`config.mk`:
```
export PLATFORM = sky130hd
export DESIGN_NAME = rvq_ring_qualifier
export DESIGN_NICKNAME = d
export VERILOG_FILES = /design/src/include/rvq_pkg.sv /design/src/include/rvq_tick_if.sv /design/src/logic/rvq_timebase.sv /design/src/logic/rvq_down_timer.sv /design/src/logic/rvq_ring_qualifier.sv
export SDC_FILE = /design/constraint.sdc
export NUM_CORES = 1
export LEC_CHECK = 0
export BUFFER_PORTS_ARGS = -buffer_cell sky130_fd_sc_hd__clkbuf_2
export CORE_MARGIN = 4
export CORE_UTILIZATION = 33
export DETAILED_ROUTE_END_ITERATION = 8
export MAX_ROUTING_LAYER = met4
export PLACE_DENSITY = 0.63
export SLEW_MARGIN = 0
export SYNTH_ARGS = -nofsm -noshare
export SYNTH_HDL_FRONTEND = slang
export SYNTH_SLANG_ARGS = --single-unit
```
`constraint.sdc`:
```
create_clock -name i_sys_clk -period 2.5 [get_ports i_sys_clk]
set_clock_uncertainty 0.1 [all_clocks]
set_input_delay 0.75 -clock i_sys_clk [delete_from_list [all_inputs] [get_ports i_sys_clk]]
set_output_delay 0.75 -clock i_sys_clk [all_outputs]
set_load 0.1 [all_outputs]
```
`src/include/rvq_pkg.sv`:
```
// Shared constants, types and decode functions of the ring validation qualifier
package rvq_pkg;

  // Register port geometry
  localparam int unsigned ADDR_W = 8;
  localparam int unsigned DATA_W = 8;

  // Register offsets
  localparam logic [7:0] REG_CTRL2      = 8'h17;
  localparam logic [7:0] REG_CTRL3      = 8'h18;
  localparam logic [7:0] REG_IRQ_STATUS = 8'h30;
  localparam logic [7:0] REG_IRQ_CLEAR  = 8'h31;
  localparam logic [7:0] REG_IRQ_ENABLE = 8'h32;
  localparam logic [7:0] REG_STATE      = 8'h33;

  // Values after reset, write mask of control three
  localparam logic [7:0] CTRL2_RESET   = 8'h2D;
  localparam logic [7:0] CTRL3_RESET   = 8'h19;
  localparam logic [7:0] CTRL3_WMASK   = 8'hBF;
  localparam logic [2:0] IRQ_EN_RESET  = 3'h0;

  // Field positions
  localparam int unsigned CONFIRM_LSB  = 0;
  localparam int unsigned CONFIRM_W    = 3;
  localparam int unsigned TIMEOUT_LSB  = 3;
  localparam int unsigned TIMEOUT_W    = 4;
  localparam int unsigned DELAY_HI_BIT = 7;
  localparam int unsigned RAS_LSB      = 0;
  localparam int unsigned RAS_W        = 6;
  localparam int unsigned RESERVED_BIT = 6;
  localparam int unsigned ENABLE_BIT   = 7;

  // Interrupt status layout
  localparam int unsigned IRQ_W       = 3;
  localparam int unsigned IRQ_VALID   = 0;
  localparam int unsigned IRQ_INVALID = 1;
  localparam int unsigned IRQ_END     = 2;

  // Time base
  localparam int unsigned CLK_PERIOD_NS = 4;
  localparam int unsigned TICK_TIME_NS  = 2_000_000;
  localparam int unsigned TICK_MS       = 2;
  localparam int unsigned TICK_CYCLES   = TICK_TIME_NS / CLK_PERIOD_NS;

  // Timer figures in milliseconds
  localparam int unsigned PH_W = 10;
  localparam int unsigned CONFIRM_MS [8] = '{100, 150, 200, 256, 384, 512, 640, 1024};
  localparam int unsigned TIMEOUT_BASE_MS = 80;
  localparam int unsigned TIMEOUT_STEP_MS = 128;
  localparam int unsigned DELAY_STEP_MS   = 256;

  // Qualifier states
  typedef enum logic [1:0] {
    RVQ_IDLE  = 2'b00,
    RVQ_QUAL  = 2'b01,
    RVQ_DELAY = 2'b10,
    RVQ_VALID = 2'b11
  } rvq_state_t;

  // Confirmation code to ticks
  function automatic logic [PH_W-1:0] rvq_confirm_ticks(input logic [2:0] code);
    rvq_confirm_ticks = PH_W'(CONFIRM_MS[code] / TICK_MS);
  endfunction

  // Timeout code to ticks: code zero is the short special case
  function automatic logic [PH_W-1:0] rvq_timeout_ticks(input logic [3:0] code);
    int unsigned ms;
    ms = (code == 4'h0) ? TIMEOUT_BASE_MS : 32'(code) * TIMEOUT_STEP_MS;
    rvq_timeout_ticks = PH_W'(ms / TICK_MS);
  endfunction

  // Report delay code to ticks
  function automatic logic [PH_W-1:0] rvq_delay_ticks(input logic [2:0] code);
    rvq_delay_ticks = PH_W'((32'(code) * DELAY_STEP_MS) / TICK_MS);
  endfunction

endpackage

```
`src/include/rvq_tick_if.sv`:
```
// Common time base tick shared by the qualifier timers
`timescale 1ns/1ps
`default_nettype none
interface rvq_tick_if;
  logic tick;
  modport src (output tick);
  modport dst (input tick);
endinterface
`default_nettype wire

```
`src/logic/rvq_timebase.sv`:
```
// Prescaler that makes the nominal two millisecond tick
`timescale 1ns/1ps
`default_nettype none
module rvq_timebase #(
  parameter int unsigned TICK_CYCLES = rvq_pkg::TICK_CYCLES
) (
  input  wire logic i_sys_clk,
  input  wire logic i_rst_b,
  input  wire logic i_run,
  rvq_tick_if.src   tb
);
  import rvq_pkg::*;
  localparam int unsigned CW = (TICK_CYCLES > 1) ? $clog2(TICK_CYCLES) : 1;

  logic [CW-1:0] cnt_reg;
  logic [CW-1:0] cnt_next;
  logic          tick_reg;
  logic          tick_next;
  logic          wrap;

  // Restart phase when stopped so the first tick is a full period away
  always_comb begin
    wrap      = (cnt_reg == CW'(TICK_CYCLES - 1));
    cnt_next  = (!i_run || wrap) ? '0 : cnt_reg + 1'b1;
    tick_next = i_run && wrap;
  end

  always_ff @(posedge i_sys_clk) begin
    if (!i_rst_b) begin
      cnt_reg  <= '0;
      tick_reg <= 1'b0;
    end else begin
      cnt_reg  <= cnt_next;
      tick_reg <= tick_next;
    end
  end

  assign tb.tick = tick_reg;
endmodule
`default_nettype wire

```
`src/logic/rvq_down_timer.sv`:
```
// Loadable down counter stepped by the common tick
`timescale 1ns/1ps
`default_nettype none
module rvq_down_timer #(
  parameter int unsigned W = 6
) (
  input  wire logic         i_sys_clk,
  input  wire logic         i_rst_b,
  rvq_tick_if.dst           tb,
  input  wire logic         i_load,
  input  wire logic [W-1:0] i_value,
  output var  logic [W-1:0] o_count
);
  logic [W-1:0] count_next;

  // Load wins over a tick; stops at zero instead of wrapping
  always_comb begin
    count_next = o_count;
    if (i_load) begin
      count_next = i_value;
    end else if (tb.tick && o_count != '0) begin
      count_next = o_count - 1'b1;
    end
  end

  always_ff @(posedge i_sys_clk) begin
    if (!i_rst_b) begin
      o_count <= '0;
    end else begin
      o_count <= count_next;
    end
  end
endmodule
`default_nettype wire

```
`src/logic/rvq_ring_qualifier.sv`:
```
// Ring validation qualifier with register port and interrupt
//
// Function
// - Enable bit gates all validation.
// - First ring event loads interval timer with assertion time; timer counts down per tick.
// - Each later ring event before valid compares remaining interval time with minimum-interval field.
// - Remaining time above minimum-interval means frequency too high; ring invalidated.
// - Assertion time minus minimum-interval gives least event spacing, in 2 ms steps.
// - Assertion time field sets highest accepted ring frequency, within ten percent.
// - Events come twice per ring period; 20 Hz ringing gives 25 ms spacing.
// - Cadence must stay in range for selected confirmation time, 100 to 1024 ms.
// - Ring declared over after selected timeout since last crossing, 80 to 1920 ms.
// - Valid ring reported after selected delay, 0 to 1792 ms, 3-bit split code.
// - Reserved bit 6 of control three carries no meaning when read.
`timescale 1ns/1ps
`default_nettype none
module rvq_ring_qualifier #(
  parameter int unsigned TICK_CYCLES = rvq_pkg::TICK_CYCLES
) (
  input  wire logic                        i_sys_clk,
  input  wire logic                        i_rst_b,
  input  wire logic                        i_ring_event,
  input  wire logic [1:0]                  i_delay_lo,
  input  wire logic [rvq_pkg::RAS_W-1:0]   i_min_interval_threshold,
  input  wire logic [rvq_pkg::ADDR_W-1:0]  i_addr,
  input  wire logic [rvq_pkg::DATA_W-1:0]  i_wdata,
  input  wire logic                        i_wr,
  input  wire logic                        i_rd,
  output var  logic [rvq_pkg::DATA_W-1:0]  o_rdata,
  output var  logic                        o_ring_valid,
  output var  logic                        o_irq
);
  import rvq_pkg::*;

  // Configuration registers
  logic [DATA_W-1:0] ctrl2_reg;
  logic [DATA_W-1:0] ctrl2_next;
  logic [DATA_W-1:0] ctrl3_reg;
  logic [DATA_W-1:0] ctrl3_next;
  logic [IRQ_W-1:0]  irq_en_reg;
  logic [IRQ_W-1:0]  irq_en_next;

  // Interrupt and read path
  logic [IRQ_W-1:0]  irq_sts_reg;
  logic [IRQ_W-1:0]  irq_sts_next;
  logic [IRQ_W-1:0]  irq_set;
  logic [IRQ_W-1:0]  irq_clr;
  logic              irq_next;
  logic [DATA_W-1:0] rdata_next;

  // Event synchroniser
  logic [2:0]        sync_reg;
  logic [2:0]        sync_next;
  logic              ring_evt;

  // Qualifier state
  rvq_state_t        state_reg;
  rvq_state_t        state_next;
  logic              valid_next;

  // Timer controls
  logic              iv_load;
  logic              ph_load;
  logic              to_load;
  logic [PH_W-1:0]   ph_value;
  logic [RAS_W-1:0]  iv_count;
  logic [PH_W-1:0]   ph_count;
  logic [PH_W-1:0]   to_count;
  logic              too_fast;

  // Field views
  logic              val_enable;
  logic [RAS_W-1:0]  ring_assert_time;
  logic [2:0]        ring_confirm_time;
  logic [3:0]        ring_end_timeout;
  logic [2:0]        valid_ring_report_delay;

  // Decoded fields of the two control registers and the delay input pins
  always_comb begin
    val_enable              = ctrl3_reg[ENABLE_BIT];
    ring_assert_time        = ctrl3_reg[RAS_LSB +: RAS_W];
    ring_confirm_time       = ctrl2_reg[CONFIRM_LSB +: CONFIRM_W];
    ring_end_timeout        = ctrl2_reg[TIMEOUT_LSB +: TIMEOUT_W];
    valid_ring_report_delay = {ctrl2_reg[DELAY_HI_BIT], i_delay_lo};
  end

  // Register writes; reserved bit is never stored
  always_comb begin
    ctrl2_next  = ctrl2_reg;
    ctrl3_next  = ctrl3_reg;
    irq_en_next = irq_en_reg;
    irq_clr     = '0;
    if (i_wr) begin
      case (i_addr)
        REG_CTRL2: begin
          ctrl2_next = i_wdata;
        end
        REG_CTRL3: begin
          ctrl3_next = i_wdata & CTRL3_WMASK;
        end
        REG_IRQ_ENABLE: begin
          irq_en_next = i_wdata[IRQ_W-1:0];
        end
        REG_IRQ_CLEAR: begin
          irq_clr = i_wdata[IRQ_W-1:0];
        end
        default: begin
        end
      endcase
    end
  end

  // Read data only in the cycle after the strobe, zero otherwise
  always_comb begin
    rdata_next = '0;
    if (i_rd) begin
      case (i_addr)
        REG_CTRL2: begin
          rdata_next = ctrl2_reg;
        end
        REG_CTRL3: begin
          rdata_next = ctrl3_reg & CTRL3_WMASK;
        end
        REG_IRQ_STATUS: begin
          rdata_next = {{(DATA_W - IRQ_W){1'b0}}, irq_sts_reg};
        end
        REG_IRQ_ENABLE: begin
          rdata_next = {{(DATA_W - IRQ_W){1'b0}}, irq_en_reg};
        end
        REG_STATE: begin
          rdata_next = {5'h00, o_ring_valid, state_reg};
        end
        default: begin
          rdata_next = '0;
        end
      endcase
    end
  end

  // Two flops before use, third flop only for the edge
  always_comb begin
    sync_next = {sync_reg[1:0], i_ring_event};
    ring_evt  = sync_reg[1] & ~sync_reg[2];
  end

  // Shared tick and the three timers on it
  rvq_tick_if tick_bus ();

  rvq_timebase #(
    .TICK_CYCLES (TICK_CYCLES)
  ) u_timebase (
    .i_sys_clk (i_sys_clk),
    .i_rst_b   (i_rst_b),
    .i_run     (val_enable),
    .tb        (tick_bus.src)
  );

  rvq_down_timer #(
    .W (RAS_W)
  ) u_interval (
    .i_sys_clk (i_sys_clk),
    .i_rst_b   (i_rst_b),
    .tb        (tick_bus.dst),
    .i_load    (iv_load),
    .i_value   (ring_assert_time),
    .o_count   (iv_count)
  );

  // Confirmation and report delay run one after the other on one counter
  rvq_down_timer #(
    .W (PH_W)
  ) u_phase (
    .i_sys_clk (i_sys_clk),
    .i_rst_b   (i_rst_b),
    .tb        (tick_bus.dst),
    .i_load    (ph_load),
    .i_value   (ph_value),
    .o_count   (ph_count)
  );

  rvq_down_timer #(
    .W (PH_W)
  ) u_timeout (
    .i_sys_clk (i_sys_clk),
    .i_rst_b   (i_rst_b),
    .tb        (tick_bus.dst),
    .i_load    (to_load),
    .i_value   (rvq_timeout_ticks(ring_end_timeout)),
    .o_count   (to_count)
  );

  // Qualifier sequence; a late event may still be too fast during the delay
  always_comb begin
    state_next = state_reg;
    iv_load    = 1'b0;
    ph_load    = 1'b0;
    to_load    = 1'b0;
    ph_value   = rvq_confirm_ticks(ring_confirm_time);
    irq_set    = '0;
    too_fast   = iv_count > i_min_interval_threshold;
    if (!val_enable) begin
      state_next = RVQ_IDLE;
    end else begin
      unique case (state_reg)
        RVQ_IDLE: begin
          if (ring_evt) begin
            iv_load    = 1'b1;
            ph_load    = 1'b1;
            to_load    = 1'b1;
            state_next = RVQ_QUAL;
          end
        end
        RVQ_QUAL, RVQ_DELAY: begin
          if (ring_evt && too_fast) begin
            state_next           = RVQ_IDLE;
            irq_set[IRQ_INVALID] = 1'b1;
          end else if (ring_evt) begin
            iv_load = 1'b1;
            to_load = 1'b1;
          end else if (to_count == '0) begin
            state_next = RVQ_IDLE;
          end
          if (!(ring_evt && too_fast) && (ring_evt || to_count != '0) && ph_count == '0) begin
            if (state_reg == RVQ_QUAL) begin
              ph_load    = 1'b1;
              ph_value   = rvq_delay_ticks(valid_ring_report_delay);
              state_next = RVQ_DELAY;
            end else begin
              state_next         = RVQ_VALID;
              irq_set[IRQ_VALID] = 1'b1;
            end
          end
        end
        RVQ_VALID: begin
          if (ring_evt) begin
            to_load = 1'b1;
          end else if (to_count == '0) begin
            state_next       = RVQ_IDLE;
            irq_set[IRQ_END] = 1'b1;
          end
        end
      endcase
    end
    valid_next = (state_next == RVQ_VALID);
  end

  // Sticky status: a new event beats a clear in the same cycle
  always_comb begin
    irq_sts_next = (irq_sts_reg & ~irq_clr) | irq_set;
    irq_next     = |(irq_sts_next & irq_en_next);
  end

  // All state registers of the block
  always_ff @(posedge i_sys_clk) begin
    if (!i_rst_b) begin
      ctrl2_reg    <= CTRL2_RESET;
      ctrl3_reg    <= CTRL3_RESET;
      irq_en_reg   <= IRQ_EN_RESET;
      irq_sts_reg  <= '0;
      o_irq        <= 1'b0;
      o_rdata      <= '0;
      sync_reg     <= 3'h0;
      state_reg    <= RVQ_IDLE;
      o_ring_valid <= 1'b0;
    end else begin
      ctrl2_reg    <= ctrl2_next;
      ctrl3_reg    <= ctrl3_next;
      irq_en_reg   <= irq_en_next;
      irq_sts_reg  <= irq_sts_next;
      o_irq        <= irq_next;
      o_rdata      <= rdata_next;
      sync_reg     <= sync_next;
      state_reg    <= state_next;
      o_ring_valid <= valid_next;
    end
  end
endmodule
`default_nettype wire

```
=== After elaboration in Yosys (flattened, before gate mapping) ===
Memory sizes are Yosys's and may differ from the RTL's.
Cells that the tools add are included.

* ROM bits: 256
* Memories: 1
* Register bits: 82

* Bitwise gates (word level): 8
* Eq/ne operators: 11
* $add $sub $neg: 4
* Magnitude comparators: 2
* Reduce and logical (&&, ||, !) cells: 28
* Muxes and demuxes: 44

{| class="wikitable"
|+ Memories
! memory !! depth !! width !! read ports !! clocked after memory_dff !! wr ports !! RTL line !! source
|-
| (name not given) || 8 || 32 || 1 || 0 || 0 || rvq_pkg.sv:62 || <nowiki>rvq_confirm_ticks = PH_W'(CONFIRM_MS[code] / TICK_MS);</nowiki>
|}

{| class="wikitable"
|+ Operators by type and width
! kind !! count
|-
| 10-bit two-way mux || 8
|-
| 8-bit case mux with 5 select lines || 1
|-
| 11-bit two-way mux || 3
|-
| 8-bit by 6-bit == test with 1-bit output (second input constant) || 4
|-
| 10-bit zero test || 2
|-
| 10-bit nonzero test || 2
|-
| 10-bit by 1-bit subtractor with 10-bit output (second input constant) || 2
|-
| 19-bit by 1-bit adder with 19-bit output (second input constant) || 1
|-
| 19-bit == test (second input constant) || 1
|-
| 8-bit by 5-bit == test with 1-bit output (second input constant) || 2
|-
| 3-bit two-way mux || 5
|-
| 1-bit two-way mux || 14
|-
| 2-bit two-way mux || 7
|-
| 6-bit two-way mux || 2
|-
| 1-bit logical AND || 7
|-
| 3-bit AND || 2
|-
| 2-bit == test (second input constant) || 3
|-
| 6-bit > comparator || 1
|-
| 1-bit case mux with 2 select lines || 3
|-
| 2-bit case mux with 3 select lines || 1
|-
| 2-bit AND reduction || 3
|-
| 2-bit nonzero test || 3
|-
| 6-bit nonzero test || 1
|-
| 2-bit OR reduction || 3
|-
| 13 further kinds || 16
|}

=== Longest topological paths before layout ===
Gate-level depths: netlist (run 1).

* Depth after elaboration: 12
* Gate-level depth with buffers: 9

=== By module ===
A second synthesis (run 1) with hierarchy kept.

* Cells, all modules: 558
* Area total of the unflattened synthesis: 4717.0 µm²

{| class="wikitable"
|+ Modules (own cells, without submodules)
! module !! area an instance (µm²) !! cells each !! seq. area each (µm²) !! times used
|-
| rvq_ring_qualifier || 2077.0 || 250 || 720.7 || 1
|-
| rvq_down_timer (u_phase ...) || 675.6 || 82 || 200.2 || 2
|-
| rvq_timebase || 924.6 || 102 || 400.4 || 1
|-
| rvq_down_timer (u_interval) || 364.1 || 42 || 120.1 || 1
|}

=== Least setup slack after synthesis (run 1) ===
No wires, ideal clock.

* Path kind: input to register
* Start point: input port i_min_interval_threshold[5] (netlist bit)
* End point: register u_phase.o_count[0]
* Stages on the path: 9
* Path slack: -0.140 ns
* Library setup time: 0.119 ns
* Data required time: 2.281 ns
* Data arrival time: 2.421 ns
* Cell sequence: inv_1 -> ha_1 -> nand4_1 -> o21bai_1 -> a31oi_1 -> clkbuf_1 -> o21a_1 -> o21ai_2 -> o221a_2

* Cells in the longest elaborated chain, start to end: 9
* Elaborated cells on any way between the ends: 13

{| class="wikitable"
|+ RTL lines
! item !! RTL line !! source
|-
| start, declared || rvq_ring_qualifier.sv:24 || <nowiki>input wire logic [rvq_pkg::RAS_W-1:0] i_min_interval_threshold,</nowiki>
|-
| 6-bit > comparator * || rvq_ring_qualifier.sv:200 || <nowiki>too_fast = iv_count > i_min_interval_threshold;</nowiki>
|-
| 1-bit logical AND * || rvq_ring_qualifier.sv:223 || <nowiki>if (!(ring_evt && too_fast) && (ring_evt || to_count != '0) && ph_count == '0) begin</nowiki>
|-
| 1-bit zero test * || rvq_ring_qualifier.sv:223 ||
|-
| 1-bit logical AND * (2 in a row) || rvq_ring_qualifier.sv:223 ||
|-
| 1-bit two-way mux / 10-bit two-way mux (equally long branches) || rvq_ring_qualifier.sv:223 ||
|-
| 1-bit case mux with 2 select lines / 10-bit two-way mux (equally long branches) || rvq_ring_qualifier.sv:204 || <nowiki>unique case (state_reg)</nowiki>
|-
| 1-bit two-way mux / 10-bit two-way mux (equally long branches) || rvq_ring_qualifier.sv:201 || <nowiki>if (!val_enable) begin</nowiki>
|-
| 10-bit two-way mux / 2-bit nonzero test (equally long branches) || -- ||
|-
| end signal, assigned || rvq_down_timer.sv:30 || <nowiki>o_count <= count_next;</nowiki>
|-
| end, declared || rvq_down_timer.sv:12 || <nowiki>output var logic [W-1:0] o_count</nowiki>
|}

Mark *: on every way between the ends. The rest lies on a longest branch, timed or not.
A chain may end at the register's enable or synchronous reset.

=== Worst setup path after layout (run 1) ===
* Start point: input port i_min_interval_threshold[1] (netlist bit)
* End point: register o_irq

* Cells in the longest elaborated chain, start to end: 11
* Elaborated cells on any way between the ends: 12

{| class="wikitable"
|+ RTL lines
! item !! RTL line !! source
|-
| 6-bit > comparator * || rvq_ring_qualifier.sv:200 ||
|-
| 1-bit logical AND * || rvq_ring_qualifier.sv:214, rvq_ring_qualifier.sv:223 ||
|-
| 1-bit zero test || rvq_ring_qualifier.sv:223 ||
|-
| 1-bit logical AND (2 in a row) || rvq_ring_qualifier.sv:223 ||
|-
| 1-bit two-way mux || rvq_ring_qualifier.sv:223 ||
|-
| 2-bit two-way mux * || rvq_ring_qualifier.sv:204 ||
|-
| 3-bit two-way mux * || rvq_ring_qualifier.sv:201 ||
|-
| 3-bit OR * || rvq_ring_qualifier.sv:249 || <nowiki>irq_sts_next = (irq_sts_reg & ~irq_clr) | irq_set;</nowiki>
|-
| 3-bit AND * || rvq_ring_qualifier.sv:250 || <nowiki>irq_next = |(irq_sts_next & irq_en_next);</nowiki>
|-
| 3-bit OR reduction * || rvq_ring_qualifier.sv:250 ||
|-
| end signal, assigned || rvq_ring_qualifier.sv:270 || <nowiki>o_irq <= irq_next;</nowiki>
|-
| end, declared || rvq_ring_qualifier.sv:31 || <nowiki>output var logic o_irq</nowiki>
|}

Marks and branches as above.

==> flow_metrics.tcl, run 1 <==
set metrics [dict create \
    status "completed" \
    drtAntennaViolNets 0 \
    cts_max_path_buffers 2 \
    die_h_um 121.8 \
    rows 41 \
    io_buffers 38 \
    finalSetupViolCount 0 \
    synth-edff-count 0 \
    drv_cap 0 \
    wirelength_um 11150 \
    period_share_pct 95.61 \
    peakVddDrop_mv 0.4012 \
    ios 39 \
    grt.busiest_layer "met2" \
    dieArea_sq_um 14830 \
    cp_max_fo 6 \
    startpoint_type "primary input" \
    gr-usage-met1_pct 19.54 \
    syn_area_sq_um 4272 \
    cts_made_buffers 9 \
    cts_hold_buf 0 \
    post-place-ws_ps -420.4 \
    async_flop_share_pct 0 \
    ys_types 62 \
    antenna_found_initial 0 \
    antennaDiodeCount 0 \
    worstPathRequired_ps 2630 \
    fin_area_sq_um 5290 \
    rsz0062_at_grt "true" \
    final_max_slew_viol_count 0 \
    hold_viol 0 \
    cts_tree "yes" \
    met2_usage_pct 26.17 \
    yosysWarnings 0 \
    fmax_mhz 418.4 \
    maxSlewHeadroom_pct 57.33 \
    hold_class "flop to flop" \
    grt_pass1_wl_um 18530 \
    leakagePower_nw 2.106 \
    grt_pass1_vias 3797 \
    grt_max_degree 29 \
    power.density_nw_per_um2 538.9 \
    drt-pass1-iter-count 5 \
    drc 0 \
    clk_latency_ps 350 \
    power_mw 2.851 \
    wl_per_cell_um 14.95 \
    avgViaCountPerCell 5.286 \
    avgSynthCellArea_sq_um 8.425 \
    use_met3_pct 3.946 \
    synth_flop_cell "dfxtp_1" \
    syn_nets 558 \
    final_nets 620 \
    syn_inst 507 \
    place_congestion 0.8938 \
    r2r_slack_ps 130 \
    critPathCaptureType "flop" \
    start_util_pct 33.71 \
    dr.first_iter.drc_count 245 \
    crit_type "primary input to flop" \
    synthToLayoutAreaGrowth_pct 23.84 \
    seq_area_frac_synth_pct 38.43 \
    die_w_um 121.8 \
    grt_usage_pct 16.12 \
    drive_gt1_share_pct 19.51 \
    worst_pin_slew_ps 634.3 \
    cts_sinks 82 \
    ctsHtreeMaxLevel 3 \
    clockRootBuffer "clkbuf_16" \
    crit_arrival_ps 2520 \
    hpwl_um 8332 \
    ys_seq_elements 82 \
    min_period_ps 2390 \
    setup_ws_ps 109.8 \
    core_area_sq_um 12670 \
    fin_hold_ws_ps 343.6 \
    clk_pin_slew_ps 60 \
    dpl-instance-area_sq_um 4886 \
    vias 3943 \
    largest_reg_flops 19 \
    grt_overflow 0 \
]
metal layers:
metal,up-vias,wire [um]
li1,1923,-
met1,1896,4851
met2,98,5587
met3,26,481
met4,0,234
met5,-,0
logic make-up (layout without fill, tap and decap cells):
family / after synthesis / count (layout) / synth area share, %
simple gates: 225 / 225 / 26.60
compound gates: 89 / 89 / 14.88
flops: 82 / 82 / 38.43
buf+inv: 44 / 111 / 4.042
xor+xnor: 33 / 33 / 6.766
fa+ha+maj: 22 / 22 / 6.444
mux: 12 / 12 / 2.841
repair_timing:
item	in CTS	in global routing
gates cloned	0	1
buffers inserted	0	2
setup endpoints to repair	5	11
pin swaps	0	5
gates resized for setup	4	8
path summary, 6_finish.rpt:
check	end	cells past startpoint	from
worst max-delay path	o_irq$_SDFF_PN0_	10	i_min_interval_threshold[1]
worst min-delay path	sync_reg[1]$_SDFF_PN0_	1	sync_reg[0]$_SDFF_PN0_
worst max register to register	u_phase.o_count[7]$_SDFFE_PN0P_	9	u_phase.o_count[1]$_SDFFE_PN0P_
worst min register to register	sync_reg[1]$_SDFF_PN0_	1	sync_reg[0]$_SDFF_PN0_
area by class of cell:
| class | count | area [sq um] |
|---|---|---|
| Clock inverter | 7 | 100.1 |
| Fill cell | 1293 | 7381 |
| Inverter | 25 | 108.9 |
| Timing Repair Buffer | 70 | 444.2 |
| Tap cell | 172 | 215.2 |
| Multi-Input combinational cell | 381 | 2555 |
| Clock buffer | 9 | 225.2 |
| Sequential cell | 82 | 1642 |
power by group:
part | switching [mW] | total (mW) | internal [mW]
sequential | 0.00149 | 1.31 | 1.31
combinational | 0.0621 | 0.101 | 0.0384
clock | 0.559 | 1.44 | 0.881
total | 0.623 | 2.85 | 2.23
Yosys cell counts, drive strengths merged (2+ instances only):
library cell,n,share of area (%)
nand3b,2,0.35
o211ai,2,0.47
nor4b,4,0.82
dfxtp,82,38
nor2b,9,1.3
and3,7,1.0
nand2b,2,0.29
ha,22,6.4
a32oi,4,0.82
o221a,3,0.79
o311ai,2,0.41
a32o,2,0.47
xor2,20,4.1
or3,2,0.29
nor3b,5,0.88
or4,2,0.44
nor4,9,1.7
nand4b,3,0.62
a21oi,16,2.0
a22oi,7,1.2
xnor2,13,2.7
nand2,56,4.9
nand4,10,1.5
a21o,4,0.70
mux2i,11,2.6
o21ai,18,2.3
o21a,5,0.88
and2,5,0.73
buf,2,0.35
inv,24,2.1
nor2,58,5.1
a31oi,10,1.6
nor3,5,0.59
a211oi,4,0.70
and4,3,0.62
nand3,39,4.6
clkbuf,17,1.5
o211a,3,0.70
through the flow:
step	util (%)	cells	setup TNS [ps]
finish	41.75	746	0
global route	41.75	746	-44.36
CTS	41.29	743	0
detailed placement	38.56	727	-4420
global placement	38.56	727	-2667
floorplan	-	507	-16.47
layout by cell type, fill, tap and decap left out, types with 6 or more instances in the layout:
cell type,Yosys,final
and3_1,7,7
nor4_1,8,8
nand2_1,56,56
o21ai_1,6,6
nor2_1,58,58
xor2_1,20,20
o21ai_0,10,9
a21oi_1,15,15
a31oi_1,9,8
clkbuf_16,0,9
inv_1,24,20
a22oi_1,7,7
ha_1,22,18
dfxtp_1,82,82
nor2b_1,9,9
xnor2_1,13,13
clkbuf_2,0,38
nand3_1,39,39
nand4_1,10,10
mux2i_1,11,11
buf_4,0,29
critical path, cell delays in order:
cell	delay (ps)
clkbuf_2	80
inv_1	30
ha_1	300
nor2b_1	140
o21bai_1	200
a31oi_2	170
buf_6	170
nor4b_2	390
o21ai_0	180
o311ai_2	110
(Power assumes the default switching activity.)
==> run 2: changes to the inputs <==
--- a/config.mk
+++ b/config.mk
@@ -6,12 +6,13 @@
 export NUM_CORES = 1
 export LEC_CHECK = 0
 export BUFFER_PORTS_ARGS = -buffer_cell sky130_fd_sc_hd__clkbuf_2
+export CELL_PAD_IN_SITES_DETAIL_PLACEMENT = 0
+export CELL_PAD_IN_SITES_GLOBAL_PLACEMENT = 1
 export CORE_MARGIN = 4
 export CORE_UTILIZATION = 33
 export DETAILED_ROUTE_END_ITERATION = 8
 export MAX_ROUTING_LAYER = met4
-export PLACE_DENSITY = 0.63
-export SLEW_MARGIN = 0
+export PLACE_DENSITY = 0.76
 export SYNTH_ARGS = -nofsm -noshare
 export SYNTH_HDL_FRONTEND = slang
 export SYNTH_SLANG_ARGS = --single-unit
==> flow_metrics.tcl, run 2 (synthesized netlist as in run 1, its figures left out) <==
set metrics [dict create \
    cts_max_path_buffers 2 \
    setup_ws_ps 95.24 \
    utilization_pct 41.77 \
    drc 0 \
    cts_hold_buf 0 \
    clk_latency_ps 340 \
    dpl-instance-area_sq_um 4913 \
    ctsHtreeMaxLevel 3 \
    dieArea_sq_um 14830 \
    grt_usage_pct 15.71 \
    wirelength_um 10820 \
    final_common_cell "dfxtp_1" \
    status "completed" \
    core_area_sq_um 12670 \
    avgViaCountPerCell 5.071 \
    hold_class "flop to flop" \
    crit_arrival_ps 2530 \
    drive_gt1_share_pct 19.13 \
    grt_pass1_vias 3733 \
    die_w_um 121.8 \
    final_cell_mix "81 x dfxtp_1, 58 x nor2_1, 56 x nand2_1, 39 x nand3_1, 38 x clkbuf_2" \
    grt_pass1_wl_um 18080 \
    clockRootBuffer "clkbuf_16" \
    antennaDiodeCount 0 \
    peakVddDrop_mv 0.3310 \
    cts_tree "yes" \
    min_period_ps 2405 \
    final_max_slew_viol_count 0 \
    place_congestion 0.8967 \
    worstPathRequired_ps 2630 \
    final_nets 621 \
    largest_reg_flops 19 \
    dr.first_iter.drc_count 293 \
    hold_viol 0 \
    worst_pin_slew_ps 678.8 \
    fmax_mhz 415.8 \
    cp_max_fo 11 \
    antenna_found_initial 0 \
    finalSetupViolCount 0 \
    drtAntennaViolNets 0 \
    grt_overflow 0 \
    post-place-ws_ps -246.7 \
    clk_pin_slew_ps 60 \
    maxSlewHeadroom_pct 54.33 \
    wl_per_cell_um 14.48 \
    die_h_um 121.8 \
    cts_made_buffers 9 \
    cts_sinks 82 \
    vias 3788 \
    fin_setup_tns_ps 0 \
    hpwl_um 8262 \
    fin_hold_ws_ps 349.8 \
    r2r_slack_ps 150 \
    leakagePower_nw 2.123 \
    io_buffers 38 \
    period_share_pct 96.19 \
    drv_cap 0 \
    start_util_pct 33.71 \
    crit_type "primary input to flop" \
    rows 41 \
    fin_area_sq_um 5293 \
    critPathCaptureType "flop" \
    final_cells 747 \
    drt-pass1-iter-count 4 \
    synthToLayoutAreaGrowth_pct 23.90 \
    startpoint_type "primary input" \
    ios 39 \
    grt_max_degree 26 \
    place_inst 729 \
    power.density_nw_per_um2 544.0 \
    power_mw 2.879 \
]
-- run 2: path summary, 6_finish.rpt --
path | startpoint | to | cells past startpoint
max | i_min_interval_threshold[4] | u_phase.o_count[0]$_SDFFE_PN0P_ | 10
max reg2reg | u_phase.o_count[0]$_SDFFE_PN0P_ | u_phase.o_count[7]$_SDFFE_PN0P_ | 9
min reg2reg | sync_reg[0]$_SDFF_PN0_ | sync_reg[1]$_SDFF_PN0_ | 1
min | sync_reg[0]$_SDFF_PN0_ | sync_reg[1]$_SDFF_PN0_ | 1
-- run 2: per-layer routing --
layer	wire length, um	up-vias	global-route usage, %
li1	-	1923	-
met5	0	-	-
met1	4899	1776	18.99
met4	147	0	4.482
met2	5257	75	26.21
met3	512	14	3.760
-- run 2: cell type report --
| cell class | instances | area, sq um |
|---|---|---|
| Multi-Input combinational cell | 381 | 2541 |
| Sequential cell | 82 | 1643 |
| Clock buffer | 10 | 239.0 |
| Clock inverter | 6 | 95.09 |
| Timing Repair Buffer | 71 | 450.4 |
| Tap cell | 172 | 215.2 |
| Fill cell | 1270 | 7378 |
| Inverter | 25 | 108.9 |
-- run 2: worst max-delay path: stages --
cell and delay (ps):
clkbuf_2 140, inv_8 30, ha_4 250, nand4_1 140, o21bai_1 210, a31oi_1 270
buf_12 180, o21a_1 150, o21ai_2 100, o221a_2 300
-- run 2: where the power goes --
group          total [mW]  internal [mW]  leakage, nW  switching, mW
Combinational       0.101         0.0399         1.30         0.0609
Sequential           1.31           1.31        0.661        0.00138
Clock                1.47          0.912        0.164          0.556
-- run 2: what timing repair did --
item                       in CTS  in global routing
buffers inserted                0                  2
pin swaps                       0                  2
setup endpoints to repair       1                 11
resized for setup               2                  5
